[src/sblp_pkg.sv]
// Shared constants and types for the scan bit logic primitive evaluator.
package sblp_pkg;

  // Default number of edge-detecting primitive slots in one program.
  localparam int unsigned EDGE_SLOTS_DEF = 2048;

  // Reset value of every stored bit and every output flag.
  localparam logic RST_BIT = 1'b0;

  // Width of the primitive selector.
  localparam int unsigned OP_W = 4;

  // Primitive selector.
  typedef enum logic [OP_W-1:0] {
    OP_COIL,
    OP_FORCED_COIL,
    OP_INVERTER,
    OP_INVERT_COIL,
    OP_POS_PULSE_CONTACT,
    OP_NEG_PULSE_CONTACT,
    OP_POS_PULSE_COIL,
    OP_NEG_PULSE_COIL
  } sblp_op_t;

endpackage

[src/sblp_edge_mem.sv]
// Previous-scan state store, one bit per edge-detecting primitive slot.
`timescale 1ns/1ps
module sblp_edge_mem #(
  parameter int unsigned SLOTS = sblp_pkg::EDGE_SLOTS_DEF,
  parameter int unsigned IDX_W = $clog2(SLOTS)
) (
  // Clock and reset
  input  wire logic             clk_sys,
  input  wire logic             rstn,
  // Read port
  input  wire logic [IDX_W-1:0] rd_idx,
  output logic                  rd_val,
  // Write port
  input  wire logic             wr_en,
  input  wire logic [IDX_W-1:0] wr_idx,
  input  wire logic             wr_val
);

  logic [SLOTS-1:0] mem_q;

  // A slot index too narrow for the store would leave upper slots unreachable.
  if (SLOTS < 2 || (1 << IDX_W) < SLOTS)
  begin : g_bad_slots
    $error("sblp_edge_mem: SLOTS must be at least 2 and fit IDX_W.");
  end

  // Kept as flops so reset can clear every slot in one edge; a RAM would need a clear walk.
  always_ff @(posedge clk_sys)
  begin
    if (!rstn)
    begin
      mem_q <= {SLOTS{sblp_pkg::RST_BIT}};
    end
    else if (wr_en)
    begin
      mem_q[wr_idx] <= wr_val;
    end
  end

  // The read returns the state left by the previous scan, before this cycle's write lands.
  assign rd_val = mem_q[rd_idx];

  AST_SLOT_UPDATE: assert property (@(posedge clk_sys) disable iff (!rstn)
    wr_en |=> mem_q[$past(wr_idx)] == $past(wr_val))
    else $error("Edge slot did not take the sampled value.");

  AST_SLOT_CLEAR: assert property (@(posedge clk_sys)
    !rstn |=> mem_q == '0)
    else $error("Edge slots not cleared by reset.");

endmodule

[src/sblp_top.sv]
// Per-scan evaluator for forced, inverting and pulse bit primitives.
`timescale 1ns/1ps
// Notes on behaviour
// - Forced coil never writes its device bit; rung input only passes to rung output.
// - Programming tool may force the held bit ON or OFF; value is kept.
// - Inverter rung output is the complement of its rung input.
// - Invert coil writes the complement of the rung input to its bit.
// - Positive pulse contact: ON when input ON and device rose since last scan.
// - Negative pulse contact: ON when input ON and device fell since last scan.
// - Positive pulse coil sets its bit ON one scan on input rise, else OFF.
// - Negative pulse coil sets its bit ON one scan on input fall, else OFF.
// - Plain coil copies the rung input into its device bit.
module sblp_top #(
  parameter int unsigned EDGE_SLOTS = sblp_pkg::EDGE_SLOTS_DEF,
  parameter int unsigned IDX_W      = $clog2(EDGE_SLOTS)
) (
  // Clock and reset
  input  wire logic                clk_sys,
  input  wire logic                rstn,
  // Primitive evaluation request
  input  wire logic                eval_valid,
  input  wire sblp_pkg::sblp_op_t  eval_op,
  input  wire logic                rung_in,
  input  wire logic                dev_bit,
  input  wire logic [IDX_W-1:0]    edge_idx,
  // Programming tool override of a forced coil bit
  input  wire logic                tool_wr,
  input  wire logic                tool_val,
  // Evaluation result
  output logic                     res_valid_q,
  output logic                     rung_out_q,
  output logic                     dev_wr_en_q,
  output logic                     dev_wr_val_q,
  // Forced bit write toward the device image
  output logic                     force_wr_en_q,
  output logic                     force_wr_val_q
);

  // Refused at elaboration so a bad slot count never reaches simulation or synthesis.
  if (EDGE_SLOTS < 2 || (1 << IDX_W) < EDGE_SLOTS)
  begin : g_bad_slots
    $error("sblp_top: EDGE_SLOTS must be at least 2 and fit IDX_W.");
  end

  logic prev_bit;
  logic edge_wr;
  logic edge_sample;
  logic rung_out_d;
  logic dev_wr_en_d;
  logic dev_wr_val_d;
  logic legal_op;

  function automatic logic is_edge_op(input sblp_pkg::sblp_op_t op);
    is_edge_op = (op == sblp_pkg::OP_POS_PULSE_CONTACT) ||
                 (op == sblp_pkg::OP_NEG_PULSE_CONTACT) ||
                 (op == sblp_pkg::OP_POS_PULSE_COIL)    ||
                 (op == sblp_pkg::OP_NEG_PULSE_COIL);
  endfunction

  function automatic logic is_contact_op(input sblp_pkg::sblp_op_t op);
    is_contact_op = (op == sblp_pkg::OP_POS_PULSE_CONTACT) ||
                    (op == sblp_pkg::OP_NEG_PULSE_CONTACT);
  endfunction

  // Slot count limit is the program's duty; the store simply has that many slots.
  sblp_edge_mem #(
    .SLOTS (EDGE_SLOTS),
    .IDX_W (IDX_W)
  ) u_edge_mem (
    .clk_sys (clk_sys),
    .rstn    (rstn),
    .rd_idx  (edge_idx),
    .rd_val  (prev_bit),
    .wr_en   (edge_wr),
    .wr_idx  (edge_idx),
    .wr_val  (edge_sample)
  );

  // Contacts track the device bit, pulse coils track the rung input.
  assign edge_wr     = eval_valid && is_edge_op(eval_op);
  assign edge_sample = is_contact_op(eval_op) ? dev_bit : rung_in;

  always_comb
  begin
    rung_out_d   = sblp_pkg::RST_BIT;
    dev_wr_en_d  = sblp_pkg::RST_BIT;
    dev_wr_val_d = sblp_pkg::RST_BIT;
    legal_op     = 1'b1;
    unique case (eval_op)
      sblp_pkg::OP_COIL:
      begin
        dev_wr_en_d  = 1'b1;
        dev_wr_val_d = rung_in;
        rung_out_d   = rung_in;
      end
      sblp_pkg::OP_FORCED_COIL:
      begin
        dev_wr_en_d = 1'b0;
        rung_out_d  = rung_in;
      end
      sblp_pkg::OP_INVERTER:
      begin
        rung_out_d = !rung_in;
      end
      sblp_pkg::OP_INVERT_COIL:
      begin
        dev_wr_en_d  = 1'b1;
        dev_wr_val_d = !rung_in;
        rung_out_d   = rung_in;
      end
      sblp_pkg::OP_POS_PULSE_CONTACT:
      begin
        rung_out_d = rung_in && dev_bit && !prev_bit;
      end
      sblp_pkg::OP_NEG_PULSE_CONTACT:
      begin
        rung_out_d = rung_in && !dev_bit && prev_bit;
      end
      sblp_pkg::OP_POS_PULSE_COIL:
      begin
        dev_wr_en_d  = 1'b1;
        dev_wr_val_d = rung_in && !prev_bit;
        rung_out_d   = rung_in;
      end
      sblp_pkg::OP_NEG_PULSE_COIL:
      begin
        dev_wr_en_d  = 1'b1;
        dev_wr_val_d = !rung_in && prev_bit;
        rung_out_d   = rung_in;
      end
      default:
      begin
        legal_op = 1'b0;
      end
    endcase
  end

  // Result registers; an unknown selector gives no result and no write.
  always_ff @(posedge clk_sys)
  begin
    if (!rstn)
    begin
      res_valid_q  <= sblp_pkg::RST_BIT;
      rung_out_q   <= sblp_pkg::RST_BIT;
      dev_wr_en_q  <= sblp_pkg::RST_BIT;
      dev_wr_val_q <= sblp_pkg::RST_BIT;
    end
    else
    begin
      res_valid_q  <= eval_valid && legal_op;
      rung_out_q   <= eval_valid && legal_op && rung_out_d;
      dev_wr_en_q  <= eval_valid && legal_op && dev_wr_en_d;
      dev_wr_val_q <= eval_valid && legal_op && dev_wr_val_d;
    end
  end

  // Tool override runs on its own path so a scan in progress cannot lose it.
  always_ff @(posedge clk_sys)
  begin
    if (!rstn)
    begin
      force_wr_en_q  <= sblp_pkg::RST_BIT;
      force_wr_val_q <= sblp_pkg::RST_BIT;
    end
    else
    begin
      force_wr_en_q  <= tool_wr;
      force_wr_val_q <= tool_wr ? tool_val : force_wr_val_q;
    end
  end

  AST_FORCED_NO_WRITE: assert property (@(posedge clk_sys) disable iff (!rstn)
    eval_valid && eval_op == sblp_pkg::OP_FORCED_COIL |=> res_valid_q && !dev_wr_en_q)
    else $error("Forced coil wrote its device bit.");

  AST_TOOL_FORCE: assert property (@(posedge clk_sys) disable iff (!rstn)
    tool_wr |=> force_wr_en_q && force_wr_val_q == $past(tool_val))
    else $error("Tool force value not delivered.");

  AST_TOOL_HOLD: assert property (@(posedge clk_sys) disable iff (!rstn)
    !tool_wr |=> !force_wr_en_q && $stable(force_wr_val_q))
    else $error("Forced value changed without a tool write.");

  AST_INVERTER: assert property (@(posedge clk_sys) disable iff (!rstn)
    eval_valid && eval_op == sblp_pkg::OP_INVERTER
    |=> rung_out_q == !$past(rung_in) && !dev_wr_en_q)
    else $error("Inverter output is not the complement.");

  AST_INVERT_COIL: assert property (@(posedge clk_sys) disable iff (!rstn)
    eval_valid && eval_op == sblp_pkg::OP_INVERT_COIL
    |=> dev_wr_en_q && dev_wr_val_q == !$past(rung_in))
    else $error("Invert coil wrote the wrong value.");

  AST_POS_CONTACT: assert property (@(posedge clk_sys) disable iff (!rstn)
    eval_valid && eval_op == sblp_pkg::OP_POS_PULSE_CONTACT
    |=> rung_out_q == ($past(rung_in) && $past(dev_bit) && !$past(prev_bit)))
    else $error("Positive pulse contact output wrong.");

  AST_NEG_CONTACT: assert property (@(posedge clk_sys) disable iff (!rstn)
    eval_valid && eval_op == sblp_pkg::OP_NEG_PULSE_CONTACT
    |=> rung_out_q == ($past(rung_in) && !$past(dev_bit) && $past(prev_bit)))
    else $error("Negative pulse contact output wrong.");

  AST_POS_COIL: assert property (@(posedge clk_sys) disable iff (!rstn)
    eval_valid && eval_op == sblp_pkg::OP_POS_PULSE_COIL
    |=> dev_wr_en_q && dev_wr_val_q == ($past(rung_in) && !$past(prev_bit)))
    else $error("Positive pulse coil wrote the wrong value.");

  AST_NEG_COIL: assert property (@(posedge clk_sys) disable iff (!rstn)
    eval_valid && eval_op == sblp_pkg::OP_NEG_PULSE_COIL
    |=> dev_wr_en_q && dev_wr_val_q == (!$past(rung_in) && $past(prev_bit)))
    else $error("Negative pulse coil wrote the wrong value.");

  AST_COIL: assert property (@(posedge clk_sys) disable iff (!rstn)
    eval_valid && eval_op == sblp_pkg::OP_COIL
    |=> dev_wr_en_q && dev_wr_val_q == $past(rung_in))
    else $error("Coil did not copy its input.");

  AST_EDGE_STORE: assert property (@(posedge clk_sys) disable iff (!rstn)
    eval_valid && eval_op == sblp_pkg::OP_POS_PULSE_COIL ##1
    eval_valid && eval_op == sblp_pkg::OP_POS_PULSE_COIL && edge_idx == $past(edge_idx)
    |-> prev_bit == $past(rung_in))
    else $error("Edge slot did not keep the last sample.");

  AST_IDLE_QUIET: assert property (@(posedge clk_sys) disable iff (!rstn)
    !eval_valid |=> !res_valid_q && !dev_wr_en_q && !rung_out_q)
    else $error("Result produced without a request.");

endmodule
[config.mk]
export PLATFORM = sky130hd
export DESIGN_NAME = sblp_top
export DESIGN_NICKNAME = d
export VERILOG_FILES = /design/src/sblp_pkg.sv /design/src/sblp_edge_mem.sv /design/src/sblp_top.sv
export SDC_FILE = /design/constraint.sdc
export NUM_CORES = 2
export LEC_CHECK = 0
export BUFFER_PORTS_ARGS = -buffer_cell sky130_fd_sc_hd__buf_2
export CORE_MARGIN = 1.5
export CORE_UTILIZATION = 40
export CTS_CLUSTER_DIAMETER = 60
export CTS_CLUSTER_SIZE = 12
export DETAILED_ROUTE_END_ITERATION = 10
export PLACE_DENSITY = 0.51
export SLEW_MARGIN = 30
export SYNTH_ARGS = -nofsm -noshare
export SYNTH_HDL_FRONTEND = slang
export SYNTH_HIERARCHICAL = 1
export SYNTH_SLANG_ARGS = --single-unit
[constraint.sdc]
create_clock -name clk_sys -period 3.35 [get_ports clk_sys]
set_input_delay 0.335 -clock clk_sys [delete_from_list [all_inputs] [get_ports clk_sys]]
set_output_delay 0.335 -clock clk_sys [all_outputs]
set_load 0.02 [all_outputs]
==> impl_metrics.csv <==
group,metric,value,unit
synthesis,syn_area_per_cell,8.91,sq um
pwr,power.density,437,nW/um^2
timing,fin_worst_skew,0.0332,ns
route,ant_nets,0,
global_route,grt.overflow.total,0,
synthesis,synth_edf_count,0,
pwr,leakagePower,37.3,nW
worst_setup_path,crit_fanout,24,
run_status,violations,"negative setup slack",
route,drt_wl_total,498000,um
worst_setup_path,end_kind,"register",
worst_setup_path,crit_end,"rung_out_q",
final_layout,syn2layout_area_growth,15.8,%
worst_setup_path,crit_top_cell,"buf_12",
timing,setup_violations,2,
timing,fmax,283,MHz
synthesis,async_flop_share,0,%
timing,tns,-0.338,ns
global_route,first_global_vias,93600,
timing,min_period,3.54,ns
pwr,intPower,0.0380,W
timing,grt_setup_unrepaired,"yes",
worst_setup_path,cp_cell_sequence,"buf_12, buf_12, buf_4, mux4_2, o32ai_1, a22oi_1, a21oi_1, nor4_4, nand3_1, nand4_1, buf_12, nor2_2, nand3_1, a311oi_1",
route,viasPerCell,6.81,
timing,finalHoldViolCount,0,
clock_network,clock_sinks,2054,
worst_setup_path,r2r-end,"rung_out_q",
synthesis,synth_top_area_share,40.7,%
clock_network,cts-htree-levels,4,
final_layout,fin_nets,11100,
clock_network,cts_buffer_depth,3,
pwr,switchingPower,0.0132,W
global_route,grt_max_degree,208,
floorplan,dieArea,256000,sq um
synthesis,synth_top_area_cell,"dfxtp_1",
timing,worst_slack,-0.187,ns
worst_setup_path,rrSetupSlack,-0.15,ns
clock_network,clk_pin_slew_worst_paths,0.06,ns
pwr,power.total,0.0511,W
worst_setup_path,start_kind,"primary input",
route,num_vias,98700,
hold_path,hp-class,"primary input to register",
timing,slew_viol_final,0,
worst_setup_path,required,4.13,ns
clock_network,cts_buffers,203,
worst_setup_path,critical_path_arrival,4.32,ns
synthesis,yosysMostFrequentCell,"o21ai_0",
synthesis,synth_seq_area_share,40.7,%
run_status,outcome,"finished, violations left",
global_route,track_usage,37.5,%
global_route,antenna_found_initial,56,
pwr,p_clk_share,44.2,%
floorplan,initial_core_util,40.2,%
timing,post-route-period-util,106,%
global_route,grt_pass1_wl,703000,um
placement,place_ws,-1.42,ns
floorplan,die_h,506,um
final_layout,final_layout_size_suffix_gt1_share,15.9,%
synthesis,yosysWarnings,6,
synthesis,syn_nets,11400,
synthesis,syn_inst,11300,
timing,worstMarginPinSlew,0.957,ns
synthesis,synth_flop_cell,"dfxtp_1",
worst_setup_path,reg2reg_depth,12,
worst_setup_path,cp_slowest_cell,"o32ai_1",
pwr,irDropWorstVdd,534,uV
final_layout,final_cells,14500,
worst_setup_path,r2r_start,"u_edge_mem/mem_q[41]",
route,drtIter0Drc,14900,
synthesis,synthTopCellsByCount,"o21ai_0 (2094), nand3_1 (2083), dfxtp_1 (2054)",
placement,dp_cells,14200,
placement,gp_congestion,0.927,
synthesis,yosys-top-cells-area,"dfxtp_1 (41%), a21boi_0 (15%), o21ai_0 (10%)",
pwr,p_sw_share,25.7,%
placement,io_buffers,27,
synthesis,yosys.cell_types.count,67,
pwr,p_seq_share,47.8,%
synthesis,syn_area,101000,sq um
pwr,pwr-share-comb,8.0,%
floorplan,core,251000,sq um
route,route.detailed.drc,0,
flow_run,cap_violations,0,
floorplan,ioPinCount,28,
floorplan,chipWidth,506,um
worst_setup_path,path_class,"primary input to register",
clock_network,clk_latency,0.88,ns
route,wire_per_inst,34.3,um
clock_network,tritoncts,"done",
worst_setup_path,cpPeakStageDelay,0.62,ns
timing,maxSlewHeadroom,35.9,%
floorplan,row_count,184,
synthesis,synth.ff_latch_count,2054,
clock_network,cts-root-buf,"clkbuf_16",
placement,dpl.hpwl,296000,um
worst_setup_path,cp-startpoint,"edge_idx[0]",
route,dr.pass1.iters,8,
kinds of logic after synthesis:
logic type	count (synthesis)	share of synthesized area [%]
AOI/OAI and AO/OA	4481	28.1
and+or+nand+nor	2630	12.8
DFF	2054	40.7
buffers and inverters	1472	6.39
muxes	703	12.0
xor gates and xnor gates	2	0.0173
layout make-up:
class / count / area [sq um]
repair buffers: 969 / 11200
diodes: 15 / 37.5
clock buffers: 253 / 5580
clock inverters: 34 / 510
inverters: 7 / 31.3
fillers: 23700 / 134000
multi-input cells: 7816 / 54400
well taps: 3348 / 4190
flip-flops and latches: 2054 / 41100
metal layers:
| metal | vias to the layer above | GRT usage (%) | wire (um) |
|---|---|---|---|
| li1 | 41100 | - | - |
| met1 | 49400 | 49.0 | 193000 |
| met2 | 6576 | 56.2 | 214000 |
| met3 | 1566 | 8.78 | 55400 |
| met4 | 20 | 22.5 | 34500 |
| met5 | - | 0 | 273 |
through the flow:
step / util, % / hold WS, ns / cell area [sq um]
after floorplan: - / 0.445 / 101000
after CTS: 46.5 / 0.181 / 117000
after detailed placement: 44.0 / 0.469 / 111000
after global placement: 44.0 / 0.460 / 111000
final: 46.6 / 0.230 / 117000
after global routing: 46.6 / 0.215 / 117000
worst min path at each step:
stage	start	to	cells past startpoint
2_1_floorplan	rung_in	rung_out_q	1
3_3_place_gp	u_edge_mem/mem_q[764]	u_edge_mem/mem_q[764]	2
3_5_place_dp	u_edge_mem/mem_q[1494]	u_edge_mem/mem_q[1494]	2
4_1_cts	tool_wr	force_wr_en_q	3
5_1_grt	tool_wr	force_wr_en_q	3
6_report	tool_wr	force_wr_en_q	3
cells in the final DEF, fill, tap and decap left out, drive strengths merged, types with 26 or more instances in the layout:
cell / Yosys / routed
a21boi: 2048 / 2048
a21oi: 52 / 52
a22oi: 26 / 26
buf: 158 / 956
clkbuf: 1307 / 253
dfxtp: 2054 / 2054
mux2i: 308 / 308
mux4: 392 / 392
nand2: 188 / 188
nand3: 2083 / 2083
nor2: 172 / 172
nor3: 61 / 61
nor4: 31 / 31
o21ai: 2099 / 2099
o221ai: 106 / 106
o22ai: 63 / 63
sequential cells by signal (all words and copies together), names as in the netlist:
register / cells
force_wr_en_q: 1
u_edge_mem/mem_q: 2048
res_valid_q: 1
dev_wr_en_q: 1
force_wr_val_q: 1
dev_wr_val_q: 1
rung_out_q: 1
what timing repair did:
| action | in CTS | in global routing |
|---|---|---|
| buffers inserted | 1 | 1 |
| hold buffers | 13 | 0 |
| endpoints found under the setup margin | 2 | 2 |
| pin swaps | 8 | 17 |
| resized for setup | 37 | 21 |
| endpoints found under the hold margin | 44 | 0 |
power by group through the flow:
stage | combinational, W | sequential, W | clock [W]
floorplan | 0.00216 | 0.0250 | 0
global placement | 0.00390 | 0.0250 | 0
detailed placement | 0.00390 | 0.0250 | 0
CTS | 0.00394 | 0.0244 | 0.0227
global route | 0.00414 | 0.0244 | 0.0236
finish | 0.00411 | 0.0244 | 0.0226
critical path, delay by kind of cell:
kind                   cells  cell delay [ns]
buffers and inverters      4             1.06
AO/OA/AOI/OAI              4             1.56
multiplexers               1             0.54
AND/OR/NAND/NOR            5             0.72
Note: power is estimated with default switching activity, not from simulation.
